==> config.mk <==
export PLATFORM = sky130hd
export DESIGN_NAME = eieu_core
export DESIGN_NICKNAME = d
export VERILOG_FILES = /design/src/eieu_pkg.sv /design/src/eieu_core.sv
export VERILOG_INCLUDE_DIRS = /design/src
export SDC_FILE = /design/constraint.sdc
export NUM_CORES = 1
export LEC_CHECK = 0
export ABC_AREA = 1
export BUFFER_PORTS_ARGS = -buffer_cell sky130_fd_sc_hd__clkbuf_2
export CAP_MARGIN = 30
export CORE_ASPECT_RATIO = 1.1
export CORE_MARGIN = 10
export CORE_UTILIZATION = 56
export CTS_BUF_LIST = sky130_fd_sc_hd__clkbuf_16
export DETAILED_ROUTE_END_ITERATION = 10
export HOLD_SLACK_MARGIN = 0.12
export PLACE_DENSITY = 0.83
export RECOVER_POWER = 25
export SKIP_LAST_GASP = 1
export SLEW_MARGIN = 10
export SYNTH_ARGS = -nofsm -noshare
export SYNTH_HDL_FRONTEND = slang
export SYNTH_SLANG_ARGS = --single-unit
==> constraint.sdc <==
create_clock -name i_sys_clk -period 3.8 [get_ports i_sys_clk]
set_input_delay 0.19 -clock i_sys_clk [delete_from_list [all_inputs] [get_ports i_sys_clk]]
set_output_delay 0.19 -clock i_sys_clk [all_outputs]
set_load 0.05 [all_outputs]
==> src/eieu_defines.svh <==
`ifndef EIEU_DEFINES_SVH
`define EIEU_DEFINES_SVH

// Register indices on the software port
`define EIEU_REG_ACC 3'h0
`define EIEU_REG_STATUS 3'h1
`define EIEU_REG_TABLE_POINTER_LOW 3'h2
`define EIEU_REG_TABLE_POINTER_HIGH 3'h3
`define EIEU_REG_TABLE_HIGH_BYTE 3'h4
`define EIEU_REG_CTRL 3'h5

// Status flag bit positions
`define EIEU_FLAG_C 0
`define EIEU_FLAG_AC 1
`define EIEU_FLAG_Z 2
`define EIEU_FLAG_OV 3
`define EIEU_FLAG_SC 4
`define EIEU_FLAG_CZ 5

// Control/status register fields
`define EIEU_CTRL_BUSY 0
`define EIEU_CTRL_SKIP 1

// Reset values
`define EIEU_RST_ACC 8'h00
`define EIEU_RST_FLAGS 6'h00
`define EIEU_RST_BYTE 8'h00

// Fill value of the byte-set instruction
`define EIEU_ALL_ONES 8'hFF

`endif

==> src/eieu_pkg.sv <==
package eieu_pkg;

  typedef enum logic [4:0] {
    OP_SUB_BORROW = 5'h00,
    OP_SUB_BORROW_MEM = 5'h01,
    OP_SUBTRACT = 5'h02,
    OP_SUBTRACT_MEM = 5'h03,
    OP_DEC_SKIP_ZERO = 5'h04,
    OP_DEC_SKIP_ZERO_ACC = 5'h05,
    OP_INC_SKIP_ZERO = 5'h06,
    OP_INC_SKIP_ZERO_ACC = 5'h07,
    OP_SET_ONES = 5'h08,
    OP_SET_BIT = 5'h09,
    OP_SKIP_NONZERO = 5'h0A,
    OP_SKIP_NONZERO_BIT = 5'h0B,
    OP_SKIP_ZERO = 5'h0C,
    OP_SKIP_ZERO_BIT = 5'h0D,
    OP_MOVE_SKIP_ZERO = 5'h0E,
    OP_NIBBLE_EXCHANGE = 5'h0F,
    OP_NIBBLE_EXCHANGE_ACC = 5'h10,
    OP_TABLE_READ_PAGE = 5'h11,
    OP_TABLE_READ_FINAL = 5'h12,
    OP_TABLE_READ_PAGE_INC = 5'h13,
    OP_TABLE_READ_FINAL_INC = 5'h14,
    OP_EXCLUSIVE_OR = 5'h15,
    OP_EXCLUSIVE_OR_MEM = 5'h16
  } eieu_op_t;

  typedef enum logic [2:0] {
    S_IDLE = 3'b000,
    S_FETCH = 3'b001,
    S_EXEC = 3'b010,
    S_DUMMY = 3'b011,
    S_TINC = 3'b100,
    S_TRD = 3'b101,
    S_TWAIT = 3'b110,
    S_TEXEC = 3'b111
  } eieu_state_t;

endpackage

==> src/eieu_core.sv <==
`timescale 1ns/1ps
`default_nettype none
`include "eieu_defines.svh"

module eieu_core
  import eieu_pkg::*;
#(
  parameter int DM_AW = 11,
  parameter int PM_AW = 12
) (
  input wire logic i_sys_clk,
  input wire logic i_nrst,
  input wire logic i_start,
  input wire logic [4:0] i_op,
  input wire logic [2:0] i_bit,
  input wire logic [DM_AW-1:0] i_mem_addr,
  input wire logic [7:0] i_dm_rdata,
  input wire logic [15:0] i_pm_rdata,
  input wire logic [2:0] i_reg_addr,
  input wire logic [7:0] i_reg_wdata,
  input wire logic i_reg_wr,
  input wire logic i_reg_rd,
  output logic [7:0] o_reg_rdata,
  output logic [DM_AW-1:0] o_dm_addr,
  output logic o_dm_rd,
  output logic o_dm_wr,
  output logic [7:0] o_dm_wdata,
  output logic [PM_AW-1:0] o_pm_addr,
  output logic o_pm_rd,
  output logic [7:0] o_acc,
  output logic [5:0] o_status,
  output logic [7:0] o_table_pointer_low,
  output logic o_busy,
  output logic o_done,
  output logic o_skip
);

  // The high table pointer holds 8 bits, so the program space stops at 16 address bits
  if (PM_AW <= 8 || PM_AW > 16 || DM_AW < 1 || DM_AW > 16) begin : g_bad_width
    $error("eieu_core: unsupported address widths");
  end

  eieu_state_t state, next_state;
  eieu_op_t op, next_op;
  logic [2:0] bit_sel, next_bit_sel;
  logic [7:0] next_acc, next_table_pointer_low, table_pointer_high_full, next_table_pointer_high_full, table_high_byte, next_table_high_byte;
  logic [5:0] next_status;
  logic [7:0] next_reg_rdata, next_dm_wdata;
  logic [DM_AW-1:0] next_dm_addr;
  logic [PM_AW-1:0] next_pm_addr;
  logic next_dm_rd, next_dm_wr, next_pm_rd, next_busy, next_done, next_skip;

  // Datapath on the byte returned by data memory
  logic sub_b, sub_mem, is_sub, sel_bit;
  logic [8:0] diff9;
  logic [4:0] lo5;
  logic [7:0] sub_res, dec_v, inc_v, swap_v, xor_v, bit_mask;
  logic sub_ov, acc_ge;
  logic [PM_AW-8-1:0] table_pointer_high;

  assign table_pointer_high = table_pointer_high_full[PM_AW-8-1:0];
  assign is_sub = (op == OP_SUB_BORROW) || (op == OP_SUB_BORROW_MEM) ||
                  (op == OP_SUBTRACT) || (op == OP_SUBTRACT_MEM);
  assign sub_mem = (op == OP_SUB_BORROW_MEM) || (op == OP_SUBTRACT_MEM);
  // Only the borrow forms feed the inverted carry in
  assign sub_b = ((op == OP_SUB_BORROW) || (op == OP_SUB_BORROW_MEM)) &
                 ~o_status[`EIEU_FLAG_C];
  assign diff9 = {1'b0, o_acc} - {1'b0, i_dm_rdata} - {8'h00, sub_b};
  assign lo5 = {1'b0, o_acc[3:0]} - {1'b0, i_dm_rdata[3:0]} - {4'h0, sub_b};
  assign sub_res = diff9[7:0];
  assign sub_ov = (o_acc[7] ^ i_dm_rdata[7]) & (o_acc[7] ^ sub_res[7]);
  assign acc_ge = {1'b0, o_acc} >= ({1'b0, i_dm_rdata} + {8'h00, sub_b});
  assign dec_v = i_dm_rdata - 8'h01;
  assign inc_v = i_dm_rdata + 8'h01;
  assign swap_v = {i_dm_rdata[3:0], i_dm_rdata[7:4]};
  assign xor_v = o_acc ^ i_dm_rdata;
  assign bit_mask = 8'h01 << bit_sel;
  assign sel_bit = i_dm_rdata[bit_sel];

  always_comb begin
    logic take;
    logic is_table;
    take = 1'b0;
    is_table = (i_op == OP_TABLE_READ_PAGE) || (i_op == OP_TABLE_READ_FINAL) ||
               (i_op == OP_TABLE_READ_PAGE_INC) || (i_op == OP_TABLE_READ_FINAL_INC);
    next_state = state;
    next_op = op;
    next_bit_sel = bit_sel;
    next_acc = o_acc;
    next_status = o_status;
    next_table_pointer_low = o_table_pointer_low;
    next_table_pointer_high_full = table_pointer_high_full;
    next_table_high_byte = table_high_byte;
    next_dm_addr = o_dm_addr;
    next_dm_wdata = o_dm_wdata;
    next_pm_addr = o_pm_addr;
    next_dm_rd = 1'b0;
    next_dm_wr = 1'b0;
    next_pm_rd = 1'b0;
    next_busy = o_busy;
    next_done = 1'b0;
    next_skip = o_skip;
    next_reg_rdata = 8'h00;
    // Software writes land first so the engine's own update wins a clash
    if (i_reg_wr) begin
      case (i_reg_addr)
        `EIEU_REG_ACC: next_acc = i_reg_wdata;
        `EIEU_REG_STATUS: next_status = i_reg_wdata[5:0];
        `EIEU_REG_TABLE_POINTER_LOW: next_table_pointer_low = i_reg_wdata;
        `EIEU_REG_TABLE_POINTER_HIGH: next_table_pointer_high_full = i_reg_wdata;
        `EIEU_REG_TABLE_HIGH_BYTE: next_table_high_byte = i_reg_wdata;
        default: ;
      endcase
    end
    if (i_reg_rd) begin
      case (i_reg_addr)
        `EIEU_REG_ACC: next_reg_rdata = o_acc;
        `EIEU_REG_STATUS: next_reg_rdata = {2'b00, o_status};
        `EIEU_REG_TABLE_POINTER_LOW: next_reg_rdata = o_table_pointer_low;
        `EIEU_REG_TABLE_POINTER_HIGH: next_reg_rdata = 8'({table_pointer_high});
        `EIEU_REG_TABLE_HIGH_BYTE: next_reg_rdata = table_high_byte;
        `EIEU_REG_CTRL: next_reg_rdata = {6'h00, o_skip, o_busy};
        default: next_reg_rdata = 8'h00;
      endcase
    end
    case (state)
      S_IDLE: begin
        if (i_start) begin
          next_op = eieu_op_t'(i_op);
          next_bit_sel = i_bit;
          next_dm_addr = i_mem_addr;
          next_busy = 1'b1;
          next_skip = 1'b0;
          if (is_table) begin
            if ((i_op == OP_TABLE_READ_PAGE_INC) || (i_op == OP_TABLE_READ_FINAL_INC)) begin
              next_state = S_TINC;
            end else begin
              next_state = S_TRD;
            end
          end else begin
            next_dm_rd = 1'b1;
            next_state = S_FETCH;
          end
        end
      end
      S_FETCH: next_state = S_EXEC;
      S_EXEC: begin
        case (op)
          OP_SUB_BORROW, OP_SUB_BORROW_MEM, OP_SUBTRACT, OP_SUBTRACT_MEM: begin
            if (sub_mem) begin
              next_dm_wr = 1'b1;
              next_dm_wdata = sub_res;
            end else begin
              next_acc = sub_res;
            end
            next_status[`EIEU_FLAG_C] = ~diff9[8];
            next_status[`EIEU_FLAG_AC] = ~lo5[4];
            next_status[`EIEU_FLAG_Z] = (sub_res == 8'h00);
            next_status[`EIEU_FLAG_OV] = sub_ov;
            next_status[`EIEU_FLAG_SC] = sub_ov ^ sub_res[7];
            // Carry-zero chains across a multi-byte borrow sequence
            if ((op == OP_SUB_BORROW) || (op == OP_SUB_BORROW_MEM)) begin
              next_status[`EIEU_FLAG_CZ] = (sub_res == 8'h00) & o_status[`EIEU_FLAG_CZ];
            end else begin
              next_status[`EIEU_FLAG_CZ] = (sub_res == 8'h00);
            end
          end
          OP_DEC_SKIP_ZERO: begin
            next_dm_wr = 1'b1;
            next_dm_wdata = dec_v;
            take = (dec_v == 8'h00);
          end
          OP_DEC_SKIP_ZERO_ACC: begin
            next_acc = dec_v;
            take = (dec_v == 8'h00);
          end
          OP_INC_SKIP_ZERO: begin
            next_dm_wr = 1'b1;
            next_dm_wdata = inc_v;
            take = (inc_v == 8'h00);
          end
          OP_INC_SKIP_ZERO_ACC: begin
            next_acc = inc_v;
            take = (inc_v == 8'h00);
          end
          OP_SET_ONES: begin
            next_dm_wr = 1'b1;
            next_dm_wdata = `EIEU_ALL_ONES;
          end
          OP_SET_BIT: begin
            next_dm_wr = 1'b1;
            next_dm_wdata = i_dm_rdata | bit_mask;
          end
          OP_SKIP_NONZERO: take = (i_dm_rdata != 8'h00);
          OP_SKIP_NONZERO_BIT: take = sel_bit;
          OP_SKIP_ZERO: take = (i_dm_rdata == 8'h00);
          OP_SKIP_ZERO_BIT: take = ~sel_bit;
          OP_MOVE_SKIP_ZERO: begin
            next_acc = i_dm_rdata;
            take = (i_dm_rdata == 8'h00);
          end
          OP_NIBBLE_EXCHANGE: begin
            next_dm_wr = 1'b1;
            next_dm_wdata = swap_v;
          end
          OP_NIBBLE_EXCHANGE_ACC: next_acc = swap_v;
          OP_EXCLUSIVE_OR: begin
            next_acc = xor_v;
            next_status[`EIEU_FLAG_Z] = (xor_v == 8'h00);
          end
          OP_EXCLUSIVE_OR_MEM: begin
            next_dm_wr = 1'b1;
            next_dm_wdata = xor_v;
            next_status[`EIEU_FLAG_Z] = (xor_v == 8'h00);
          end
          default: ;
        endcase
        if (take) begin
          next_skip = 1'b1;
          next_state = S_DUMMY;
        end else begin
          next_done = 1'b1;
          next_busy = 1'b0;
          next_state = S_IDLE;
        end
      end
      S_DUMMY: begin
        next_done = 1'b1;
        next_busy = 1'b0;
        next_state = S_IDLE;
      end
      S_TINC: begin
        next_table_pointer_low = o_table_pointer_low + 8'h01;
        next_state = S_TRD;
      end
      S_TRD: begin
        next_pm_rd = 1'b1;
        if ((op == OP_TABLE_READ_FINAL) || (op == OP_TABLE_READ_FINAL_INC)) begin
          next_pm_addr = {{(PM_AW-8){1'b1}}, o_table_pointer_low};
        end else begin
          next_pm_addr = {table_pointer_high, o_table_pointer_low};
        end
        next_state = S_TWAIT;
      end
      S_TWAIT: next_state = S_TEXEC;
      S_TEXEC: begin
        next_dm_wr = 1'b1;
        next_dm_wdata = i_pm_rdata[7:0];
        next_table_high_byte = i_pm_rdata[15:8];
        next_done = 1'b1;
        next_busy = 1'b0;
        next_state = S_IDLE;
      end
      default: begin
        next_busy = 1'b0;
        next_state = S_IDLE;
      end
    endcase
  end

  always_ff @(posedge i_sys_clk or negedge i_nrst) begin
    if (!i_nrst) begin
      state <= S_IDLE;
      op <= OP_SUB_BORROW;
      bit_sel <= 3'h0;
      o_acc <= `EIEU_RST_ACC;
      o_status <= `EIEU_RST_FLAGS;
      o_table_pointer_low <= `EIEU_RST_BYTE;
      table_pointer_high_full <= `EIEU_RST_BYTE;
      table_high_byte <= `EIEU_RST_BYTE;
      o_dm_addr <= '0;
      o_dm_rd <= 1'b0;
      o_dm_wr <= 1'b0;
      o_dm_wdata <= `EIEU_RST_BYTE;
      o_pm_addr <= '0;
      o_pm_rd <= 1'b0;
      o_busy <= 1'b0;
      o_done <= 1'b0;
      o_skip <= 1'b0;
      o_reg_rdata <= `EIEU_RST_BYTE;
    end else begin
      state <= next_state;
      op <= next_op;
      bit_sel <= next_bit_sel;
      o_acc <= next_acc;
      o_status <= next_status;
      o_table_pointer_low <= next_table_pointer_low;
      table_pointer_high_full <= next_table_pointer_high_full;
      table_high_byte <= next_table_high_byte;
      o_dm_addr <= next_dm_addr;
      o_dm_rd <= next_dm_rd;
      o_dm_wr <= next_dm_wr;
      o_dm_wdata <= next_dm_wdata;
      o_pm_addr <= next_pm_addr;
      o_pm_rd <= next_pm_rd;
      o_busy <= next_busy;
      o_done <= next_done;
      o_skip <= next_skip;
      o_reg_rdata <= next_reg_rdata;
    end
  end
endmodule

`default_nettype wire

==> run metrics <==
Lkg Pwr 0.00382 uW; wire per inst 18.1 um; total grt overflow 0; Final setup viols 0; Crit Path Category reg -> reg; CP startpoint kind flop; Worst Skew 0.00987 ns; worst-margin pin slew 1.63 ns; synth warn 0; Power per Cell Area 915 nW/um^2; Net count, final 1094; fraction of registers with async set/reset 100%; Post-Route Utilization 68.0%; total routing usage reported by global routing 26.9%; Post-synth EDFFs 0; clk_lat worst skew 0.35 ns; Worst Hold End op[1]; ys flop type dfrtp_1; dpl cells 1127; depth of the most critical reg-to-reg path 15; Multi-input gate area 3260 um^2; Area Overhead vs Synth 20.0%; largest net degree at the start of global routing 67; Hold WC Path Type in -> reg; slowest stage delay, CP 0.53 ns; die area 15500 um^2; CTS H-tree lvls 3; die height 130 um; vias in the first global route 6332; beginning of the worst register-to-register path op[4]; hold_buf cts 23; Tcrit/Tclk final 87.8%; Initial Util 56.7%; die width 120 um; WHS Path Cells 3; Syn Nets 954; synthesized area 6120 um^2; Fmax 0.300 GHz; Avg Inst Size Synth 7.01 um^2; NetSw 3820 uW; CP max-delay cell dfrtp_1; total CTS buffers 9; final hold violation count 0; # rows 40; outcome finished, violations left; DP Area 6850 um^2; Final Instance Area 7350 um^2; CTS sink cnt 90; RR Endpoint o_status[5]; n_diodes 0; Reg area 2250 um^2; most frequent cells in the layout nand2_1, inv_1, clkbuf_2; post-route insts no fill 1166; Clk pwr share 13.4%; Post-DRT Antenna Nets 0; initial antenna violation count 0; switching fraction of total power 56.8%; Gates resized, CTS repair 0; port bufs 125; first-pass GRT wire length 33500 um; sequential share of power 25.7%; Critical Path Source op[4]; critical hold path startpoint i_op[1]; Max Slew Vio Count 67; clk root buf clkbuf_16; cell taking the most area after synthesis dfrtp_1; Seq cells post-synth 90; worst reg-to-reg setup slack 0.46 ns; drt first-iter violations 792; maximum vdd drop 0.506 mV; post-synthesis sequential area ratio 36.8%; Vias 6732; CP arrival 3.60 ns; RSZ-0062 raised after global routing false; First-pass DRT Iterations 6; Mapped Cells 874; fraction of layout cells with a size suffix above 1 16.4%; max cap viols 1; setup_tns 0 ns; internal power 2910 uW; Vias/cell 5.77; Max clock buf depth 2; final WL 21100 um; core area 10800 um^2; post-synth top area share 36.8%; fillers 986; setup bufs post-CTS 0; Worst slew margin -8.73%; DR DRC count 0; CP endpoint kind flop; Comb pwr share 60.9%; Ports 126; Max FO, Critical Path 11; worst path cell trace inv_2 -> nand2_1 -> nor2_1 -> nand2_1 -> fa_1 -> inv_1 -> ha_1 -> or2_2 -> nand2_1 -> nand2_1 -> xor2_1 -> or2_2 -> nor2_1 -> nand3_1 -> o21ai_0; Cell variety after synth 45; most frequent CP cell nand2_1; failing checks capacitance limit, slew limit; Req. time, crit path 4.07 ns; commonest non-fill, non-tap cell in the layout nand2_1; Final min period 3.34 ns; TritonCTS clock tree done; Area contributors post-synth dfrtp_1, nand2_1, inv_1; GP Congestion 1.01; CTS clock-pin slew for the worst setup and hold paths 0.07 ns; DPL Wire Length 15800 um
[layout make-up]
cell class	instances	area share [%]
flip-flops and latches	90	30.6
clock inverters	7	0.936
inverters	135	6.89
well taps	147	2.50
clock buffers	9	3.06
repair buffers	149	11.5
multi-input cells	629	44.4
[synthesized netlist by cell type (all sizes together) (2+ instances only)]
library cell	instances
a22oi	2
nor2	90
nor3	16
fa	2
a211oi	5
nand2	217
buf	10
clkbuf	10
a31oi	11
a221oi	4
xor2	10
ha	19
nand3	55
o221ai	4
o21ai	88
nand4	13
dfrtp	90
a21oi	41
clkinv	3
o22ai	22
or2	4
o211ai	17
o2111ai	2
inv	132
[logic make-up (layout without fill, tap and decap cells)]
| kind of cell | after synthesis | in the layout | synth area share [%] |
|---|---|---|---|
| XOR/XNOR | 11 | 11 | 1.57 |
| flip-flops | 90 | 90 | 36.8 |
| adder cells (fa/ha/maj) | 21 | 21 | 4.54 |
| AO/OA/AOI/OAI | 200 | 200 | 18.9 |
| buffers and inverters | 155 | 300 | 9.89 |
| AND/OR/NAND/NOR | 397 | 397 | 28.4 |
[state kept, by name, indices dropped and copies added (netlist names), 3 cells and up]
signal / cells
o_reg_rdata: 8
op: 5
o_dm_wdata: 8
o_dm_addr: 11
table_pointer_high_full: 4
o_status: 6
table_high_byte: 8
bit_sel: 3
state: 3
o_table_pointer_low: 8
o_acc: 8
o_pm_addr: 12
[critical path: cells and delay by family, from the launching register on]
family	cells	cell delay, ns
and+or+nand+nor	9	1.47
adders and majority gates	2	0.68
DFF	1	0.53
buffers and inverters	2	0.21
xor gates and xnor gates	1	0.18
AOI/OAI and AO/OA	1	0.18
[per-stage QoR]
step                      hold WS (ns)  setup WS [ns]  total power, uW
after global routing             0.138          0.278             7190
after detailed placement         0.337          0.546             5740
after floorplan                 -0.106          0.959             4690
after global placement           0.337          0.724             5690
final                            0.122          0.465             6730
after CTS                        0.121          0.524             6670
[power groups by stage]
stage                     Clock [uW]  Sequential, uW  Combinational, uW
after floorplan                    0            2690               1990
after global routing             942            1790               4460
final                            898            1730               4100
after global placement             0            1720               3980
after detailed placement           0            1730               4010
after CTS                        892            1720               4060
[how the worst max path moves through the flow]
stage / depth (start not counted) / to / slack (ns)
floorplan: 18 / o_status[2] / 0.96
global placement: 17 / o_status[2] / 0.72
detailed placement: 17 / o_status[2] / 0.55
CTS: 17 / o_status[2] / 0.52
global route: 15 / o_status[5] / 0.28
finish: 15 / o_status[5] / 0.46
[metal layers]
metal | vias to the layer above | global-route usage [%] | part of all wire (%)
met3 | 53 | 5.61 | 10
met4 | 0 | 9.16 | 3.0
li1 | 3181 | - | -
met2 | 420 | 44.3 | 47
met5 | - | 0 | 0
met1 | 3078 | 34.3 | 40
No activity file was read; power rests on OpenSTA's default activity.
